File: src/regulator_startup_sequencer_pkg.sv
// constants, register map and timing for the regulator startup sequencer
// Functional notes
// - each regulator's power-up slot comes from its own 3-bit configuration field.
// - power-up slots are 0.5 ms apart, or 2.0 ms with spacing select set.
// - backup supply output turns on about 0.6 ms after valid input appears.
// - by default, processor reset releases 2.0 ms after the last regulator is up.
// - power-down waits 2.0 ms between successive slots.
// - default slots: linreg1/3 slot 1, buck3/linreg2 slot 2, buck2/ddr ref 3, buck1 4.
// - the control target address reads as 0x08.
// - processor reset held low until power-up ends, then released after 2..1024 ms.
// - power-down in descending slot order; all slots zero turns everything off at once.
// - power-up sequence runs from regulators-disabled to reset delay, ending at the last regulator.
`default_nettype none
package regulator_startup_sequencer_pkg;
    localparam int unsigned NUM_REGS = 7;
    localparam int unsigned SLOT_W = 3;
    // regulator index within the enable vector
    localparam int unsigned IDX_BUCK1 = 0;
    localparam int unsigned IDX_BUCK2 = 1;
    localparam int unsigned IDX_BUCK3 = 2;
    localparam int unsigned IDX_LINREG1 = 3;
    localparam int unsigned IDX_LINREG2 = 4;
    localparam int unsigned IDX_LINREG3 = 5;
    localparam int unsigned IDX_DDR_REF = 6;
    // apb register byte offsets
    localparam logic [7:0] OFS_CTRL = 8'h00;
    localparam logic [7:0] OFS_UP_SLOTS = 8'h04;
    localparam logic [7:0] OFS_DOWN_SLOTS = 8'h08;
    localparam logic [7:0] OFS_STATUS = 8'h0c;
    localparam logic [7:0] OFS_TARGET_ADDR = 8'h10;
    // control register fields
    localparam int unsigned CTRL_SPACING_BIT = 0;
    localparam int unsigned CTRL_DELAY_LSB = 1;
    // status register fields
    localparam int unsigned ST_STATE_LSB = 0;
    localparam int unsigned ST_SLOT_LSB = 4;
    localparam int unsigned ST_EN_LSB = 8;
    localparam int unsigned ST_BACKUP_BIT = 16;
    localparam int unsigned ST_RESET_BIT = 17;
    // reset values: factory slot layout, buck1 in the lowest field
    localparam logic [20:0] UP_SLOTS_RESET = {3'h3, 3'h1, 3'h2, 3'h1, 3'h2, 3'h3, 3'h4};
    localparam logic [3:0] CTRL_RESET = 4'h0;
    localparam logic [6:0] TARGET_ADDR = 7'h08;
    // times in microseconds and the clock rate
    localparam int unsigned CLK_MHZ = 200;
    localparam int unsigned BACKUP_DELAY_US = 600;
    localparam int unsigned SLOT_FAST_US = 500;
    localparam int unsigned SLOT_SLOW_US = 2000;
    localparam int unsigned DOWN_SPACING_US = 2000;
    localparam int unsigned RESET_BASE_US = 2000;
    localparam int unsigned BACKUP_DELAY_CYC = BACKUP_DELAY_US * CLK_MHZ;
    localparam int unsigned SLOT_FAST_CYC = SLOT_FAST_US * CLK_MHZ;
    localparam int unsigned SLOT_SLOW_CYC = SLOT_SLOW_US * CLK_MHZ;
    localparam int unsigned DOWN_SPACING_CYC = DOWN_SPACING_US * CLK_MHZ;
    localparam int unsigned RESET_BASE_CYC = RESET_BASE_US * CLK_MHZ;
    // reset delay code to shift of the 2 ms base: 2,4,8,16,32,128,512,1024 ms
    localparam logic [31:0] DELAY_SHIFT_TABLE = {4'h9, 4'h8, 4'h6, 4'h4, 4'h3, 4'h2, 4'h1, 4'h0};
    typedef enum logic [2:0] {
        ST_NO_INPUT = 3'b000,
        ST_BACKUP_WAIT = 3'b001,
        ST_REGS_OFF = 3'b010,
        ST_POWER_UP = 3'b011,
        ST_RESET_DELAY = 3'b100,
        ST_RUN = 3'b101,
        ST_POWER_DOWN = 3'b110
    } seq_state_e;
endpackage
`default_nettype wire

File: src/regulator_startup_sequencer.sv
// slot based regulator power-up and power-down sequencer with apb registers
`timescale 1ns/1ps
`default_nettype none
module regulator_startup_sequencer
    import regulator_startup_sequencer_pkg::*;
#(
    parameter int unsigned backup_delay_cycles = BACKUP_DELAY_CYC,
    parameter int unsigned slot_fast_cycles = SLOT_FAST_CYC,
    parameter int unsigned slot_slow_cycles = SLOT_SLOW_CYC,
    parameter int unsigned down_spacing_cycles = DOWN_SPACING_CYC,
    parameter int unsigned reset_base_cycles = RESET_BASE_CYC
) (
    // clock and reset
    input wire logic pclk,
    input wire logic presetn,
    // apb slave
    input wire logic psel,
    input wire logic penable,
    input wire logic pwrite,
    input wire logic [7:0] paddr,
    input wire logic [31:0] pwdata,
    output logic [31:0] prdata,
    output logic pready,
    output logic pslverr,
    // pins from the board and the processor
    input wire logic input_valid,
    input wire logic power_on_input,
    // supply enables and processor reset
    output logic backup_supply_out,
    output logic [NUM_REGS-1:0] reg_enable,
    output logic processor_reset_out_n
);

    // pin synchronisers, first stage read only by the second
    logic valid_meta;
    logic valid_sync;
    logic pwr_meta;
    logic pwr_sync;

    always_ff @(posedge pclk or negedge presetn) begin
        if (!presetn) begin
            valid_meta <= 1'b0;
            valid_sync <= 1'b0;
            pwr_meta <= 1'b0;
            pwr_sync <= 1'b0;
        end else begin
            valid_meta <= input_valid;
            valid_sync <= valid_meta;
            pwr_meta <= power_on_input;
            pwr_sync <= pwr_meta;
        end
    end

    // register file state
    logic [3:0] ctrl;
    logic [20:0] up_slots;
    logic [20:0] down_slots;
    logic [31:0] rdata_q;
    logic slverr_q;
    logic [3:0] next_ctrl;
    logic [20:0] next_up_slots;
    logic [20:0] next_down_slots;
    logic [31:0] next_rdata;
    logic next_slverr;

    // sequencer state
    seq_state_e state;
    seq_state_e next_state;
    logic [31:0] timer;
    logic [31:0] next_timer;
    logic [SLOT_W-1:0] slot;
    logic [SLOT_W-1:0] next_slot;
    logic [NUM_REGS-1:0] en;
    logic [NUM_REGS-1:0] next_en;
    logic backup;
    logic next_backup;
    logic rst_n;
    logic next_rst_n;

    // per regulator slot fields and derived masks
    logic [SLOT_W-1:0] up_slot [NUM_REGS];
    logic [SLOT_W-1:0] down_slot [NUM_REGS];
    logic [SLOT_W-1:0] max_up;
    logic [SLOT_W-1:0] max_down;
    logic [NUM_REGS-1:0] up_now_mask;
    logic [NUM_REGS-1:0] down_now_mask;
    logic [31:0] slot_spacing;
    logic [31:0] reset_delay;
    logic [3:0] delay_shift;

    logic setup_phase;
    logic access_phase;
    logic reg_hit;
    assign setup_phase = psel && !penable;
    assign access_phase = psel && penable;

    // split the packed slot words and find the highest slot in use
    always_comb begin
        max_up = '0;
        max_down = '0;
        up_now_mask = '0;
        down_now_mask = '0;
        for (int i = 0; i < NUM_REGS; i++) begin
            up_slot[i] = up_slots[SLOT_W*i +: SLOT_W];
            down_slot[i] = down_slots[SLOT_W*i +: SLOT_W];
            if (up_slot[i] > max_up) begin
                max_up = up_slot[i];
            end
            if (down_slot[i] > max_down) begin
                max_down = down_slot[i];
            end
            // zero slot never matches a running slot, so it is left alone
            up_now_mask[i] = (up_slot[i] == slot) && (slot != '0);
            // regulators at or above the current slot go off, descending order
            down_now_mask[i] = (down_slot[i] >= slot);
        end
    end

    // spacing and reset release delay from the control bits
    always_comb begin
        slot_spacing = ctrl[CTRL_SPACING_BIT] ? 32'(slot_slow_cycles) : 32'(slot_fast_cycles);
        delay_shift = DELAY_SHIFT_TABLE[4*ctrl[CTRL_DELAY_LSB +: 3] +: 4];
        // code zero gives the plain 2 ms base
        reset_delay = 32'(reset_base_cycles) << delay_shift;
    end

    // sequencer next state
    always_comb begin
        next_state = state;
        next_timer = timer;
        next_slot = slot;
        next_en = en;
        next_backup = backup;
        next_rst_n = rst_n;
        case (state)
            ST_NO_INPUT: begin
                if (valid_sync) begin
                    next_state = ST_BACKUP_WAIT;
                    next_timer = 32'(backup_delay_cycles);
                end
            end
            ST_BACKUP_WAIT: begin
                if (timer > 32'h1) begin
                    next_timer = timer - 32'h1;
                end else begin
                    // backup supply first, before any sequenced regulator
                    next_backup = 1'b1;
                    next_state = ST_REGS_OFF;
                end
            end
            ST_REGS_OFF: begin
                next_rst_n = 1'b0;
                if (pwr_sync) begin
                    next_state = ST_POWER_UP;
                    next_slot = 3'h1;
                    next_timer = '0;
                end
            end
            ST_POWER_UP: begin
                if (max_up == '0) begin
                    next_state = ST_RESET_DELAY;
                    next_timer = reset_delay;
                end else if (timer == '0) begin
                    next_en = en | up_now_mask;
                    if (slot >= max_up) begin
                        // done as soon as the last slot is enabled
                        next_state = ST_RESET_DELAY;
                        next_timer = reset_delay;
                    end else begin
                        next_slot = slot + 3'h1;
                        next_timer = slot_spacing - 32'h1;
                    end
                end else begin
                    next_timer = timer - 32'h1;
                end
            end
            ST_RESET_DELAY: begin
                if (!pwr_sync) begin
                    next_state = ST_POWER_DOWN;
                    next_slot = max_down;
                    next_timer = '0;
                end else if (timer > 32'h1) begin
                    next_timer = timer - 32'h1;
                end else begin
                    next_rst_n = 1'b1;
                    next_state = ST_RUN;
                end
            end
            ST_RUN: begin
                if (!pwr_sync) begin
                    next_rst_n = 1'b0;
                    next_state = ST_POWER_DOWN;
                    next_slot = max_down;
                    next_timer = '0;
                end
            end
            ST_POWER_DOWN: begin
                next_rst_n = 1'b0;
                if (slot == '0) begin
                    // all zero or the last step: whatever is left goes off at once
                    next_en = '0;
                    next_state = ST_REGS_OFF;
                end else if (timer == '0) begin
                    next_en = en & ~down_now_mask;
                    next_slot = slot - 3'h1;
                    next_timer = (slot == 3'h1) ? '0 : 32'(down_spacing_cycles) - 32'h1;
                end else begin
                    next_timer = timer - 32'h1;
                end
            end
            default: begin
                next_state = ST_NO_INPUT;
            end
        endcase
        // losing the input supply drops everything regardless of state
        if (!valid_sync) begin
            next_state = ST_NO_INPUT;
            next_en = '0;
            next_backup = 1'b0;
            next_rst_n = 1'b0;
            next_timer = '0;
            next_slot = '0;
        end
    end

    always_ff @(posedge pclk or negedge presetn) begin
        if (!presetn) begin
            state <= ST_NO_INPUT;
            timer <= '0;
            slot <= '0;
            en <= '0;
            backup <= 1'b0;
            rst_n <= 1'b0;
        end else begin
            state <= next_state;
            timer <= next_timer;
            slot <= next_slot;
            en <= next_en;
            backup <= next_backup;
            rst_n <= next_rst_n;
        end
    end

    // address decode for mapped words
    always_comb begin
        case (paddr)
            OFS_CTRL, OFS_UP_SLOTS, OFS_DOWN_SLOTS, OFS_STATUS, OFS_TARGET_ADDR: reg_hit = 1'b1;
            default: reg_hit = 1'b0;
        endcase
    end

    // register writes at the access edge, read data captured in setup so it is ready with no wait
    always_comb begin
        next_ctrl = ctrl;
        next_up_slots = up_slots;
        next_down_slots = down_slots;
        next_rdata = rdata_q;
        next_slverr = slverr_q;
        if (access_phase && pwrite) begin
            case (paddr)
                OFS_CTRL: next_ctrl = pwdata[3:0];
                OFS_UP_SLOTS: next_up_slots = pwdata[20:0];
                OFS_DOWN_SLOTS: next_down_slots = pwdata[20:0];
                default: next_ctrl = ctrl;
            endcase
        end
        if (setup_phase) begin
            next_slverr = !reg_hit;
            case (paddr)
                OFS_CTRL: next_rdata = {28'h0, ctrl};
                OFS_UP_SLOTS: next_rdata = {11'h0, up_slots};
                OFS_DOWN_SLOTS: next_rdata = {11'h0, down_slots};
                OFS_STATUS: begin
                    next_rdata = '0;
                    next_rdata[ST_STATE_LSB +: 3] = state;
                    next_rdata[ST_SLOT_LSB +: SLOT_W] = slot;
                    next_rdata[ST_EN_LSB +: NUM_REGS] = en;
                    next_rdata[ST_BACKUP_BIT] = backup;
                    next_rdata[ST_RESET_BIT] = rst_n;
                end
                OFS_TARGET_ADDR: next_rdata = {25'h0, TARGET_ADDR};
                default: next_rdata = 32'h0;
            endcase
        end
    end

    // down slots start as a mirror of the up slots
    always_ff @(posedge pclk or negedge presetn) begin
        if (!presetn) begin
            ctrl <= CTRL_RESET;
            up_slots <= UP_SLOTS_RESET;
            down_slots <= UP_SLOTS_RESET;
            rdata_q <= '0;
            slverr_q <= 1'b0;
        end else begin
            ctrl <= next_ctrl;
            up_slots <= next_up_slots;
            down_slots <= next_down_slots;
            rdata_q <= next_rdata;
            slverr_q <= next_slverr;
        end
    end

    // outputs
    assign pready = 1'b1;
    assign pslverr = access_phase && slverr_q;
    assign prdata = rdata_q;
    assign backup_supply_out = backup;
    assign reg_enable = en;
    assign processor_reset_out_n = rst_n;

endmodule
`default_nettype wire

File: config.mk
export PLATFORM = sky130hd
export DESIGN_NAME = regulator_startup_sequencer
export DESIGN_NICKNAME = d
export VERILOG_FILES = /design/src/regulator_startup_sequencer_pkg.sv /design/src/regulator_startup_sequencer.sv
export SDC_FILE = /design/constraint.sdc
export NUM_CORES = 1
export LEC_CHECK = 0
export CAP_MARGIN = 10
export CELL_PAD_IN_SITES_DETAIL_PLACEMENT = 1
export CELL_PAD_IN_SITES_GLOBAL_PLACEMENT = 2
export CORE_ASPECT_RATIO = 0.9
export CORE_MARGIN = 2
export CORE_UTILIZATION = 44
export DETAILED_ROUTE_END_ITERATION = 10
export DONT_BUFFER_PORTS = 1
export PLACE_DENSITY_LB_ADDON = 0.1
export SLEW_MARGIN = 25
export SYNTH_ARGS = -nofsm -noshare
export SYNTH_HDL_FRONTEND = slang
export SYNTH_SLANG_ARGS = --single-unit
export TNS_END_PERCENT = 100
File: constraint.sdc
create_clock -name pclk -period 12.7 [get_ports pclk]
set_input_delay 1.27 -clock pclk [delete_from_list [all_inputs] [get_ports pclk]]
set_output_delay 1.27 -clock pclk [all_outputs]
set_load 0.01 [all_outputs]
==> results of run 1 <==
area by class of cell:
type                    instances  area [sq um]  share of cell area, %
inverters                      55           206                   2.04
multi-input cells             815          5870                   57.9
clock buffers                  22           484                   4.78
repair buffers                  9          67.6                  0.667
well taps                     286           358                   3.53
flip-flops and latches        119          3000                   29.6
clock inverters                10           144                   1.42
routing by layer:
metal / up-vias / GRT usage, %
li1: 3787 / -
met1: 4030 / 40.6
met2: 198 / 42.7
met3: 25 / 4.48
met4: 0 / 5.17
met5: - / 0
path summary, 6_finish.rpt:
kind                       depth (start not counted)  slack [ns]                     from                  endpoint
setup / recovery                                  40        2.84  up_slots[1]$_DFFE_PN0P_       slot[2]$_DFFE_PN0P_
hold / removal                                     0        0.35     valid_meta$_DFF_PN0_      valid_sync$_DFF_PN0_
setup reg to reg                                  40        2.84  up_slots[1]$_DFFE_PN0P_       slot[2]$_DFFE_PN0P_
hold reg to reg                                    0        0.35     valid_meta$_DFF_PN0_      valid_sync$_DFF_PN0_
max in group asynchronous                          0       11.94                  presetn  up_slots[15]$_DFFE_PN1P_
min in group asynchronous                          0        0.53                  presetn      slverr_q$_DFFE_PN0P_
state kept, by name, indices dropped and copies added (netlist names), 3 cells and up:
| register | cells |
|---|---|
| timer | 32 |
| down_slots | 21 |
| prdata | 21 |
| up_slots | 21 |
| reg_enable | 7 |
| ctrl | 4 |
| slot | 3 |
| state | 3 |
worst max-delay path: cells and delay by family, from the launching register on:
family                     cells  cell delay [ns]
AOI/OAI and AO/OA             18             4.61
adders and majority gates      7             2.11
and+or+nand+nor                9             1.44
muxes                          3             0.83
DFF                            1             0.52
buffers and inverters          3             0.21
power groups by stage:
stage	Combinational [mW]	Sequential (mW)	Clock, mW
2_1_floorplan	0.992	0.449	0
3_3_place_gp	1.26	0.480	0
3_5_place_dp	1.29	0.480	0
4_1_cts	1.30	0.474	0.534
5_1_grt	1.45	0.482	0.549
6_report	1.32	0.476	0.528
Yosys cell counts, drive strengths merged (21+ instances only):
master  number
o21ai       66
nor3        38
buf         21
inv         55
nand2       94
o31ai       23
a22oi       25
a21oi       61
xor2        22
clkbuf      40
ha          71
nand3       23
dfrtp      101
mux2        61
nor2        61
cell families (layout without fill, tap and decap cells):
kind of cell | Yosys count | count (layout) | synth area share [%]
fa+ha+maj | 71 | 71 | 9.53
compound gates | 307 | 307 | 23.2
mux | 71 | 71 | 8.89
flops | 119 | 119 | 32.2
buf+inv | 116 | 96 | 5.33
xor+xnor | 30 | 30 | 2.82
other cells | 2 | 12 | 0.0806
simple gates | 324 | 324 | 18.0
==> results.py, run 1 <==
metrics = {
    "run_status": {
        "status": "finished, final reports clean",
    },
    "clock_tree": {
        "cts_buffers": 17,
        "htreeDepth": 4,
        "cts_tree": "yes",
        "cts_hold_buffers": 0,
        "clkTransAtPathRegs_ns": 0.06,
        "cts_resized": 0,
        "worstSkewPairLatency_ns": 0.44,
        "cts_buffer_depth": 2,
        "postCtsSetupBuffers": 0,
        "clock_sinks": 119,
        "cts_root_buffer": "clkbuf_16",
    },
    "setup_path": {
        "endpoint_kind": "flip-flop",
        "slowest_delay_ns": 0.52,
        "slowest_stage": "dfrtp_1",
        "worst_ep_arrival_time_ns": 10.17,
        "crit_fanout": 8,
        "start_kind": "flip-flop",
        "cpMostUsedCell": "ha_1",
        "cp_data_required_time_ns": 13.02,
        "critPathKind": "reg2reg",
    },
    "placed_design": {
        "routabilityCongestion": 0.857,
        "detailed_place_hpwl_mm": 21.3,
        "dp.cells": 1284,
        "portBuffers": 0,
        "dpl_worst_slack_ns": 2.96,
        "placed_cell_area_sq_um": 9500,
    },
    "die": {
        "fp.dieArea_sq_um": 22400,
        "io_pins": 90,
        "die_w_microns": 157,
        "die_h_microns": 142,
        "design.core.area_sq_um": 20800,
        "start_util_pct": 44.9,
        "num_rows": 50,
    },
    "layout": {
        "diodes": 0,
        "drive_above_1_share_pct": 15.4,
        "final_cell_count_no_fill": 1316,
        "layout_common_cells": "dfrtp_1, nand2_1, ha_1",
        "stdcell_area_sq_um": 10100,
        "nets": 1135,
        "final_common_cell": "dfrtp_1",
        "nFillCells": 2442,
        "utilization_pct": 48.8,
        "syn2layout_area_growth_pct": 8.67,
    },
    "pwr": {
        "p_switching_mw": 1.11,
        "power_frac_comb_pct": 56.8,
        "ir_worst_vdd_mv": 0.149,
        "fin_total_pwr_mw": 2.32,
        "p_clk_share_pct": 22.7,
        "powerDensity_nw_per_um2": 229,
        "leakage_nw": 4.46,
        "sequentialPowerShare_pct": 20.5,
        "swShare_pct": 47.8,
        "internal_power_mw": 1.21,
    },
    "sta": {
        "worst_pin_slew_ns": 0.938,
        "max_freq_mhz": 101,
        "fin_skew_ns": 0.0108,
        "setup_ws_ns": 2.84,
        "setup-violations-final": 0,
        "hold_viol_final": 0,
        "period_minus_slack_ns": 9.86,
        "maxSlewViolCount": 0,
        "relSlewSlack_pct": 37.1,
        "period_share_pct": 77.6,
        "whs_ns": 0.346,
        "setup-tns-final_ns": 0,
        "rsz0062_at_grt": "no",
    },
    "routing": {
        "ant_nets": 0,
        "finalWirelength_mm": 29.9,
        "wl_met3_mm": 1.57,
        "drt-pass1-iter-count": 5,
        "post-route-drc-count": 0,
        "wirelength_met1_mm": 14.8,
        "wire_per_inst_microns": 22.7,
        "vias": 8040,
        "drt-initial-drc-count": 483,
        "highest_layer": "met4",
        "viasPerCell": 6.11,
        "dr_wl_met2_mm": 13.3,
    },
    "synthesis": {
        "ys_types": 88,
        "netlist_top_cells_area": "dfrtp_1, ha_1, mux2_2, dfstp_2, nand2_1",
        "avgSynthCellArea_sq_um": 8.96,
        "synth.cell_area_sq_um": 9320,
        "yosysWarnings": 0,
        "yosysSeqAreaShare_pct": 32.2,
        "ys_ff_latch": 119,
        "async_flop_share_pct": 100,
        "synth_edf_count": 0,
        "synthDominantCellAreaShare_pct": 27.1,
        "postSynthCellCount": 1040,
        "synth-main-ff-cell": "dfrtp_1",
        "yosys.area.top_type": "dfrtp_1",
    },
    "global_routing": {
        "grt_max_degree": 120,
        "grt_pass1_vias": 8081,
        "grt_pass1_wl_mm": 47.0,
        "antenna_found_initial": 0,
        "grtUsageTotal_pct": 27.5,
        "overflow": 0,
    },
    "run": {
        "drv_cap": 0,
    },
    "worst_hold_path": {
        "hp-class": "reg2reg",
    },
}
No activity file was read; power rests on OpenSTA's default activity.
==> inputs of run 2 (changes only) <==
CORE_UTILIZATION = 37   (was 44)
clock period = 9 ns   (was 12.7 ns; I/O delays follow)
==> results.py, run 2 (synthesis gave the netlist of run 1 again) <==
metrics = {
    "layout": {
        "nets": 1169,
        "final_common_cell": "dfrtp_1",
        "regMostFlops": "timer",
        "utilization_pct": 42.0,
        "syn2layout_area_growth_pct": 12.7,
        "drive_above_1_share_pct": 19.9,
        "layout_common_cells": "dfrtp_1, nand2_1, ha_1",
        "final_cell_count_no_fill": 1407,
        "largest_reg_flops": 32,
    },
    "global_routing": {
        "grt_max_degree": 120,
        "grt_pass1_wl_mm": 49.1,
        "grtUsageTotal_pct": 24.3,
        "grt_pass1_vias": 8327,
        "antenna_found_initial": 0,
        "overflow": 0,
    },
    "pwr": {
        "power_frac_comb_pct": 61.5,
        "leakage_nw": 4.64,
        "sequentialPowerShare_pct": 19.2,
        "swShare_pct": 46.7,
        "powerDensity_nw_per_um2": 332,
        "internal_power_mw": 1.86,
        "p_clk_share_pct": 19.3,
        "fin_total_pwr_mw": 3.49,
        "ir_worst_vdd_mv": 0.227,
        "p_switching_mw": 1.63,
    },
    "setup_path": {
        "start_kind": "flip-flop",
        "worst_ep_arrival_time_ns": 9.00,
        "worstReg2RegStart": "up_slots[2]$_DFFE_PN1P_",
        "cpMostUsedCell": "ha_1",
        "crit_fanout": 5,
        "cp_data_required_time_ns": 9.30,
        "r2r_end": "slot[2]$_DFFE_PN0P_",
        "critPathKind": "reg2reg",
        "endpoint_kind": "flip-flop",
        "crit_path_end": "slot[2]$_DFFE_PN0P_",
        "reg2reg_depth": 42,
        "slowest_delay_ns": 0.56,
        "cp-startpoint": "up_slots[2]$_DFFE_PN1P_",
        "slowest_stage": "dfstp_2",
        "reg2reg_slack_ns": 0.30,
    },
    "routing": {
        "post-route-drc-count": 0,
        "finalWirelength_mm": 31.4,
        "vias": 8150,
        "drt-initial-drc-count": 437,
        "ant_nets": 0,
        "drt-pass1-iter-count": 5,
        "viasPerCell": 5.79,
        "wire_per_inst_microns": 22.3,
    },
    "placed_design": {
        "dpl_worst_slack_ns": -0.219,
        "dp.cells": 1360,
        "routabilityCongestion": 0.811,
        "detailed_place_hpwl_mm": 22.5,
        "portBuffers": 0,
    },
    "sta": {
        "relSlewSlack_pct": 33.6,
        "hold_viol_final": 0,
        "period_share_pct": 96.7,
        "setup-violations-final": 0,
        "max_freq_mhz": 115,
        "maxSlewViolCount": 0,
        "worst_pin_slew_ns": 0.993,
        "rsz0062_at_grt": "yes",
        "setup_ws_ns": 0.301,
        "fin_skew_ns": 0.0124,
        "whs_ns": 0.171,
        "period_minus_slack_ns": 8.70,
    },
    "clock_tree": {
        "cts_tree": "yes",
        "clock_sinks": 119,
        "cts_root_buffer": "clkbuf_16",
        "clkTransAtPathRegs_ns": 0.06,
        "htreeDepth": 4,
        "cts_buffer_depth": 2,
        "worstSkewPairLatency_ns": 0.42,
        "cts_hold_buffers": 0,
        "cts_buffers": 17,
    },
    "die": {
        "num_rows": 55,
        "die_h_microns": 155,
        "start_util_pct": 37.3,
        "design.core.area_sq_um": 25000,
        "io_pins": 90,
        "fp.dieArea_sq_um": 26500,
        "die_w_microns": 171,
    },
    "worst_hold_path": {
        "hp-class": "in2async",
    },
    "run": {
        "drv_cap": 0,
    },
    "run_status": {
        "status": "finished, final reports clean",
    },
}
==> run 2: cell types whose count changed in the layout (fill, tap and decap cells not counted), sizes merged <==
cell    previous run  this run
clkinv             3         8
diode              0         1
clkbuf            22        20
buf                9        43
inv               56        55
bufinv             3         1
==> run 2: final cells by class <==
class	count	area [sq um]
Multi-Input combinational cell	815	5980
Clock inverter	12	104
Inverter	55	206
Clock buffer	20	457
Timing Repair Buffer	43	323
Fill cell	2916	14500
Sequential cell	119	3000
Tap cell	342	428
Antenna cell	1	2.50
==> run 2: stage by stage <==
step | setup TNS [ns] | cell area (sq um)
detailed placement | -2.53 | 9720
global route | -0.370 | 10500
finish | 0 | 10500
global placement | -0.0244 | 9720
floorplan | 0 | 9360
CTS | 0 | 10300
==> run 2: worst min path at each step <==
stage,startpoint,end
after floorplan,pwr_meta$_DFF_PN0_,pwr_sync$_DFF_PN0_
after global placement,valid_meta$_DFF_PN0_,valid_sync$_DFF_PN0_
after detailed placement,pwr_meta$_DFF_PN0_,pwr_sync$_DFF_PN0_
after CTS,presetn,down_slots[8]$_DFFE_PN0P_
after global routing,presetn,prdata[7]$_DFFE_PN0P_
final,presetn,prdata[10]$_DFFE_PN0P_
==> run 2: power groups by stage <==
stage	Clock [mW]	Combinational, mW	Sequential (mW)
finish	0.673	2.14	0.670
detailed placement	0	1.98	0.677
floorplan	0	1.40	0.634
CTS	0.691	2.01	0.668
global placement	0	1.97	0.677
global route	0.712	2.36	0.679
==> run 2: critical path: cells and delay by family (launching register included) <==
| kind | cells | cell delay, ns |
|---|---|---|
| buffers and inverters | 5 | 0.47 |
| flip-flops | 1 | 0.56 |
| AO/OA/AOI/OAI | 18 | 3.40 |
| adder cells (fa/ha/maj) | 7 | 1.96 |
| multiplexers | 3 | 0.75 |
| AND/OR/NAND/NOR | 9 | 1.41 |
==> run 2: timing repair <==
action	in CTS	in global routing
hold endpoints to repair	0	0
pin swaps	2	12
gates resized for setup	4	24
buffers inserted	3	11
setup endpoints to repair	24	37
==> run 2: metal layers <==
metal  vias to the layer above  track usage, %  share of wire (%)
li1                       3855               -                  -
met1                      4128            35.7                 51
met2                       153            38.0                 44
met3                        14            3.74                4.2
met4                         0            4.40               0.77
met5                         -               0                  0
==> inputs of run 3 (changes only) <==
CORE_UTILIZATION = 41   (was 37)
clock period = 9.2 ns   (was 9 ns; I/O delays follow)
==> results.py, run 3 (synthesis gave the netlist of run 1 again) <==
metrics = {
    "global_routing": {
        "grt_pass1_wl_mm": 48.3,
        "antenna_found_initial": 0,
        "overflow": 0,
        "grtUsageTotal_pct": 26.3,
        "grt_pass1_vias": 8104,
        "grt_max_degree": 120,
    },
    "setup_path": {
        "path_buf_inv": 4,
        "reg2reg_slack_ns": 0.40,
        "cp.depth": 41,
        "slowest_delay_ns": 0.56,
        "path_delay_family": "compound AO/OA/AOI/OAI gates",
        "critPathKind": "reg2reg",
        "cp_data_required_time_ns": 9.52,
        "crit_path_end": "slot[2]$_DFFE_PN0P_",
        "reg2reg_depth": 41,
        "start_kind": "flip-flop",
        "worstReg2RegStart": "up_slots[2]$_DFFE_PN1P_",
        "slowest_stage": "dfstp_2",
        "worst_ep_arrival_time_ns": 9.12,
        "cp-startpoint": "up_slots[2]$_DFFE_PN1P_",
        "r2r_end": "slot[2]$_DFFE_PN0P_",
        "cpMostUsedCell": "ha_1",
        "endpoint_kind": "flip-flop",
        "crit_fanout": 6,
    },
    "sta": {
        "fin_skew_ns": 0.0105,
        "maxSlewViolCount": 0,
        "setup-violations-final": 0,
        "whs_ns": 0.175,
        "period_share_pct": 95.6,
        "relSlewSlack_pct": 37.4,
        "worst_pin_slew_ns": 0.938,
        "period_minus_slack_ns": 8.80,
        "max_freq_mhz": 114,
        "hold_viol_final": 0,
    },
    "routing": {
        "ant_nets": 0,
        "vias": 8171,
        "viasPerCell": 6.05,
        "post-route-drc-count": 0,
        "drt-pass1-iter-count": 5,
        "finalWirelength_mm": 31.0,
        "wire_per_inst_microns": 22.9,
        "drt-initial-drc-count": 556,
    },
    "pwr": {
        "leakage_nw": 4.60,
        "fin_total_pwr_mw": 3.41,
        "ir_worst_vdd_mv": 0.210,
        "powerDensity_nw_per_um2": 327,
    },
    "layout": {
        "nets": 1159,
        "stdcell_area_sq_um": 10400,
        "final_common_cell": "dfrtp_1",
        "largest_reg_flops": 32,
        "diodes": 0,
        "syn2layout_area_growth_pct": 11.7,
        "layout_common_cells": "dfrtp_1, nand2_1, ha_1",
        "multi_input_area_sq_um": 5970,
        "utilization_pct": 46.5,
        "nFillCells": 2646,
        "drive_above_1_share_pct": 18.5,
        "regMostFlops": "timer",
        "final_cell_count_no_fill": 1351,
        "regArea_sq_um": 3000,
    },
    "placed_design": {
        "routabilityCongestion": 0.862,
        "placed_cell_area_sq_um": 9610,
        "portBuffers": 0,
        "dp.cells": 1308,
        "detailed_place_hpwl_mm": 22.0,
    },
    "die": {
        "fp.dieArea_sq_um": 24000,
        "num_rows": 52,
        "die_w_microns": 163,
        "start_util_pct": 41.6,
        "die_h_microns": 147,
        "io_pins": 90,
        "design.core.area_sq_um": 22400,
    },
    "clock_tree": {
        "clock_sinks": 119,
        "cts_buffer_depth": 2,
        "clkTransAtPathRegs_ns": 0.06,
        "worstSkewPairLatency_ns": 0.43,
        "cts_tree": "yes",
        "cts_root_buffer": "clkbuf_16",
        "htreeDepth": 4,
        "cts_buffers": 17,
        "cts_hold_buffers": 0,
    },
    "run_status": {
        "status": "finished, final reports clean",
    },
    "run": {
        "drv_cap": 0,
    },
    "worst_hold_path": {
        "hp-class": "in2async",
    },
}
run 3: cell count changes in the layout (fill, tap and decap cells not counted), sizes merged:
cell and delta:
buf -10, clkinv -4, bufinv +3, diode -1, inv +1
run 3: worst register-to-register path: cells and delay by family, from the launching register on:
kind	cells	cell delay, ns
buffers and inverters	4	0.28
flip-flops	1	0.56
AND/OR/NAND/NOR	10	1.58
AO/OA/AOI/OAI	17	3.51
multiplexers	3	0.78
adder cells (fa/ha/maj)	7	1.97
run 3: final cells by class:
type	instances	area share [%]
inverters	55	1.98
flip-flops and latches	119	28.8
well taps	297	3.57
clock inverters	12	1.68
multi-input cells	815	57.3
clock buffers	20	4.29
repair buffers	33	2.38
run 3: worst min path at each step:
| stage | start | to | slack (ns) |
|---|---|---|---|
| 6_report | presetn | prdata[10]$_DFFE_PN0P_ | 0.18 |
| 5_1_grt | presetn | prdata[7]$_DFFE_PN0P_ | 0.17 |
| 4_1_cts | presetn | prdata[10]$_DFFE_PN0P_ | 0.17 |
| 3_5_place_dp | pwr_meta$_DFF_PN0_ | pwr_sync$_DFF_PN0_ | 0.34 |
| 3_3_place_gp | valid_meta$_DFF_PN0_ | valid_sync$_DFF_PN0_ | 0.33 |
| 2_1_floorplan | pwr_meta$_DFF_PN0_ | pwr_sync$_DFF_PN0_ | 0.33 |
run 3: metal layers:
metal / routed length [microns] / vias up / share of wire (%) / global-route usage (%)
met3: 1270 / 24 / 4.1 / 3.84
met1: 15400 / 4118 / 50 / 39.4
li1: - / 3851 / - / -
met2: 13900 / 178 / 45 / 40.4
met5: 0 / - / 0 / 0
met4: 331 / 0 / 1.1 / 5.31
run 3: through the flow:
stage	TNS (ns)	setup slack, ns
3_3_place_gp	0	0.0934
5_1_grt	-0.0203	-0.0203
3_5_place_dp	-0.402	-0.112
6_report	0	0.401
2_1_floorplan	0	0.889
4_1_cts	0	0.00391
run 3: where the power goes:
group	internal (mW)	leakage, nW	switching (mW)
Clock	0.460	0.296	0.274
Sequential	0.567	1.57	0.0879
Combinational	0.805	2.74	1.21
Total	1.83	4.60	1.57
run 3: timing repair:
item / in CTS / in global routing
pin swaps: 1 / 11
setup endpoints to repair: 18 / 44
gates resized for setup: 3 / 17
setup buffers: 0 / 11
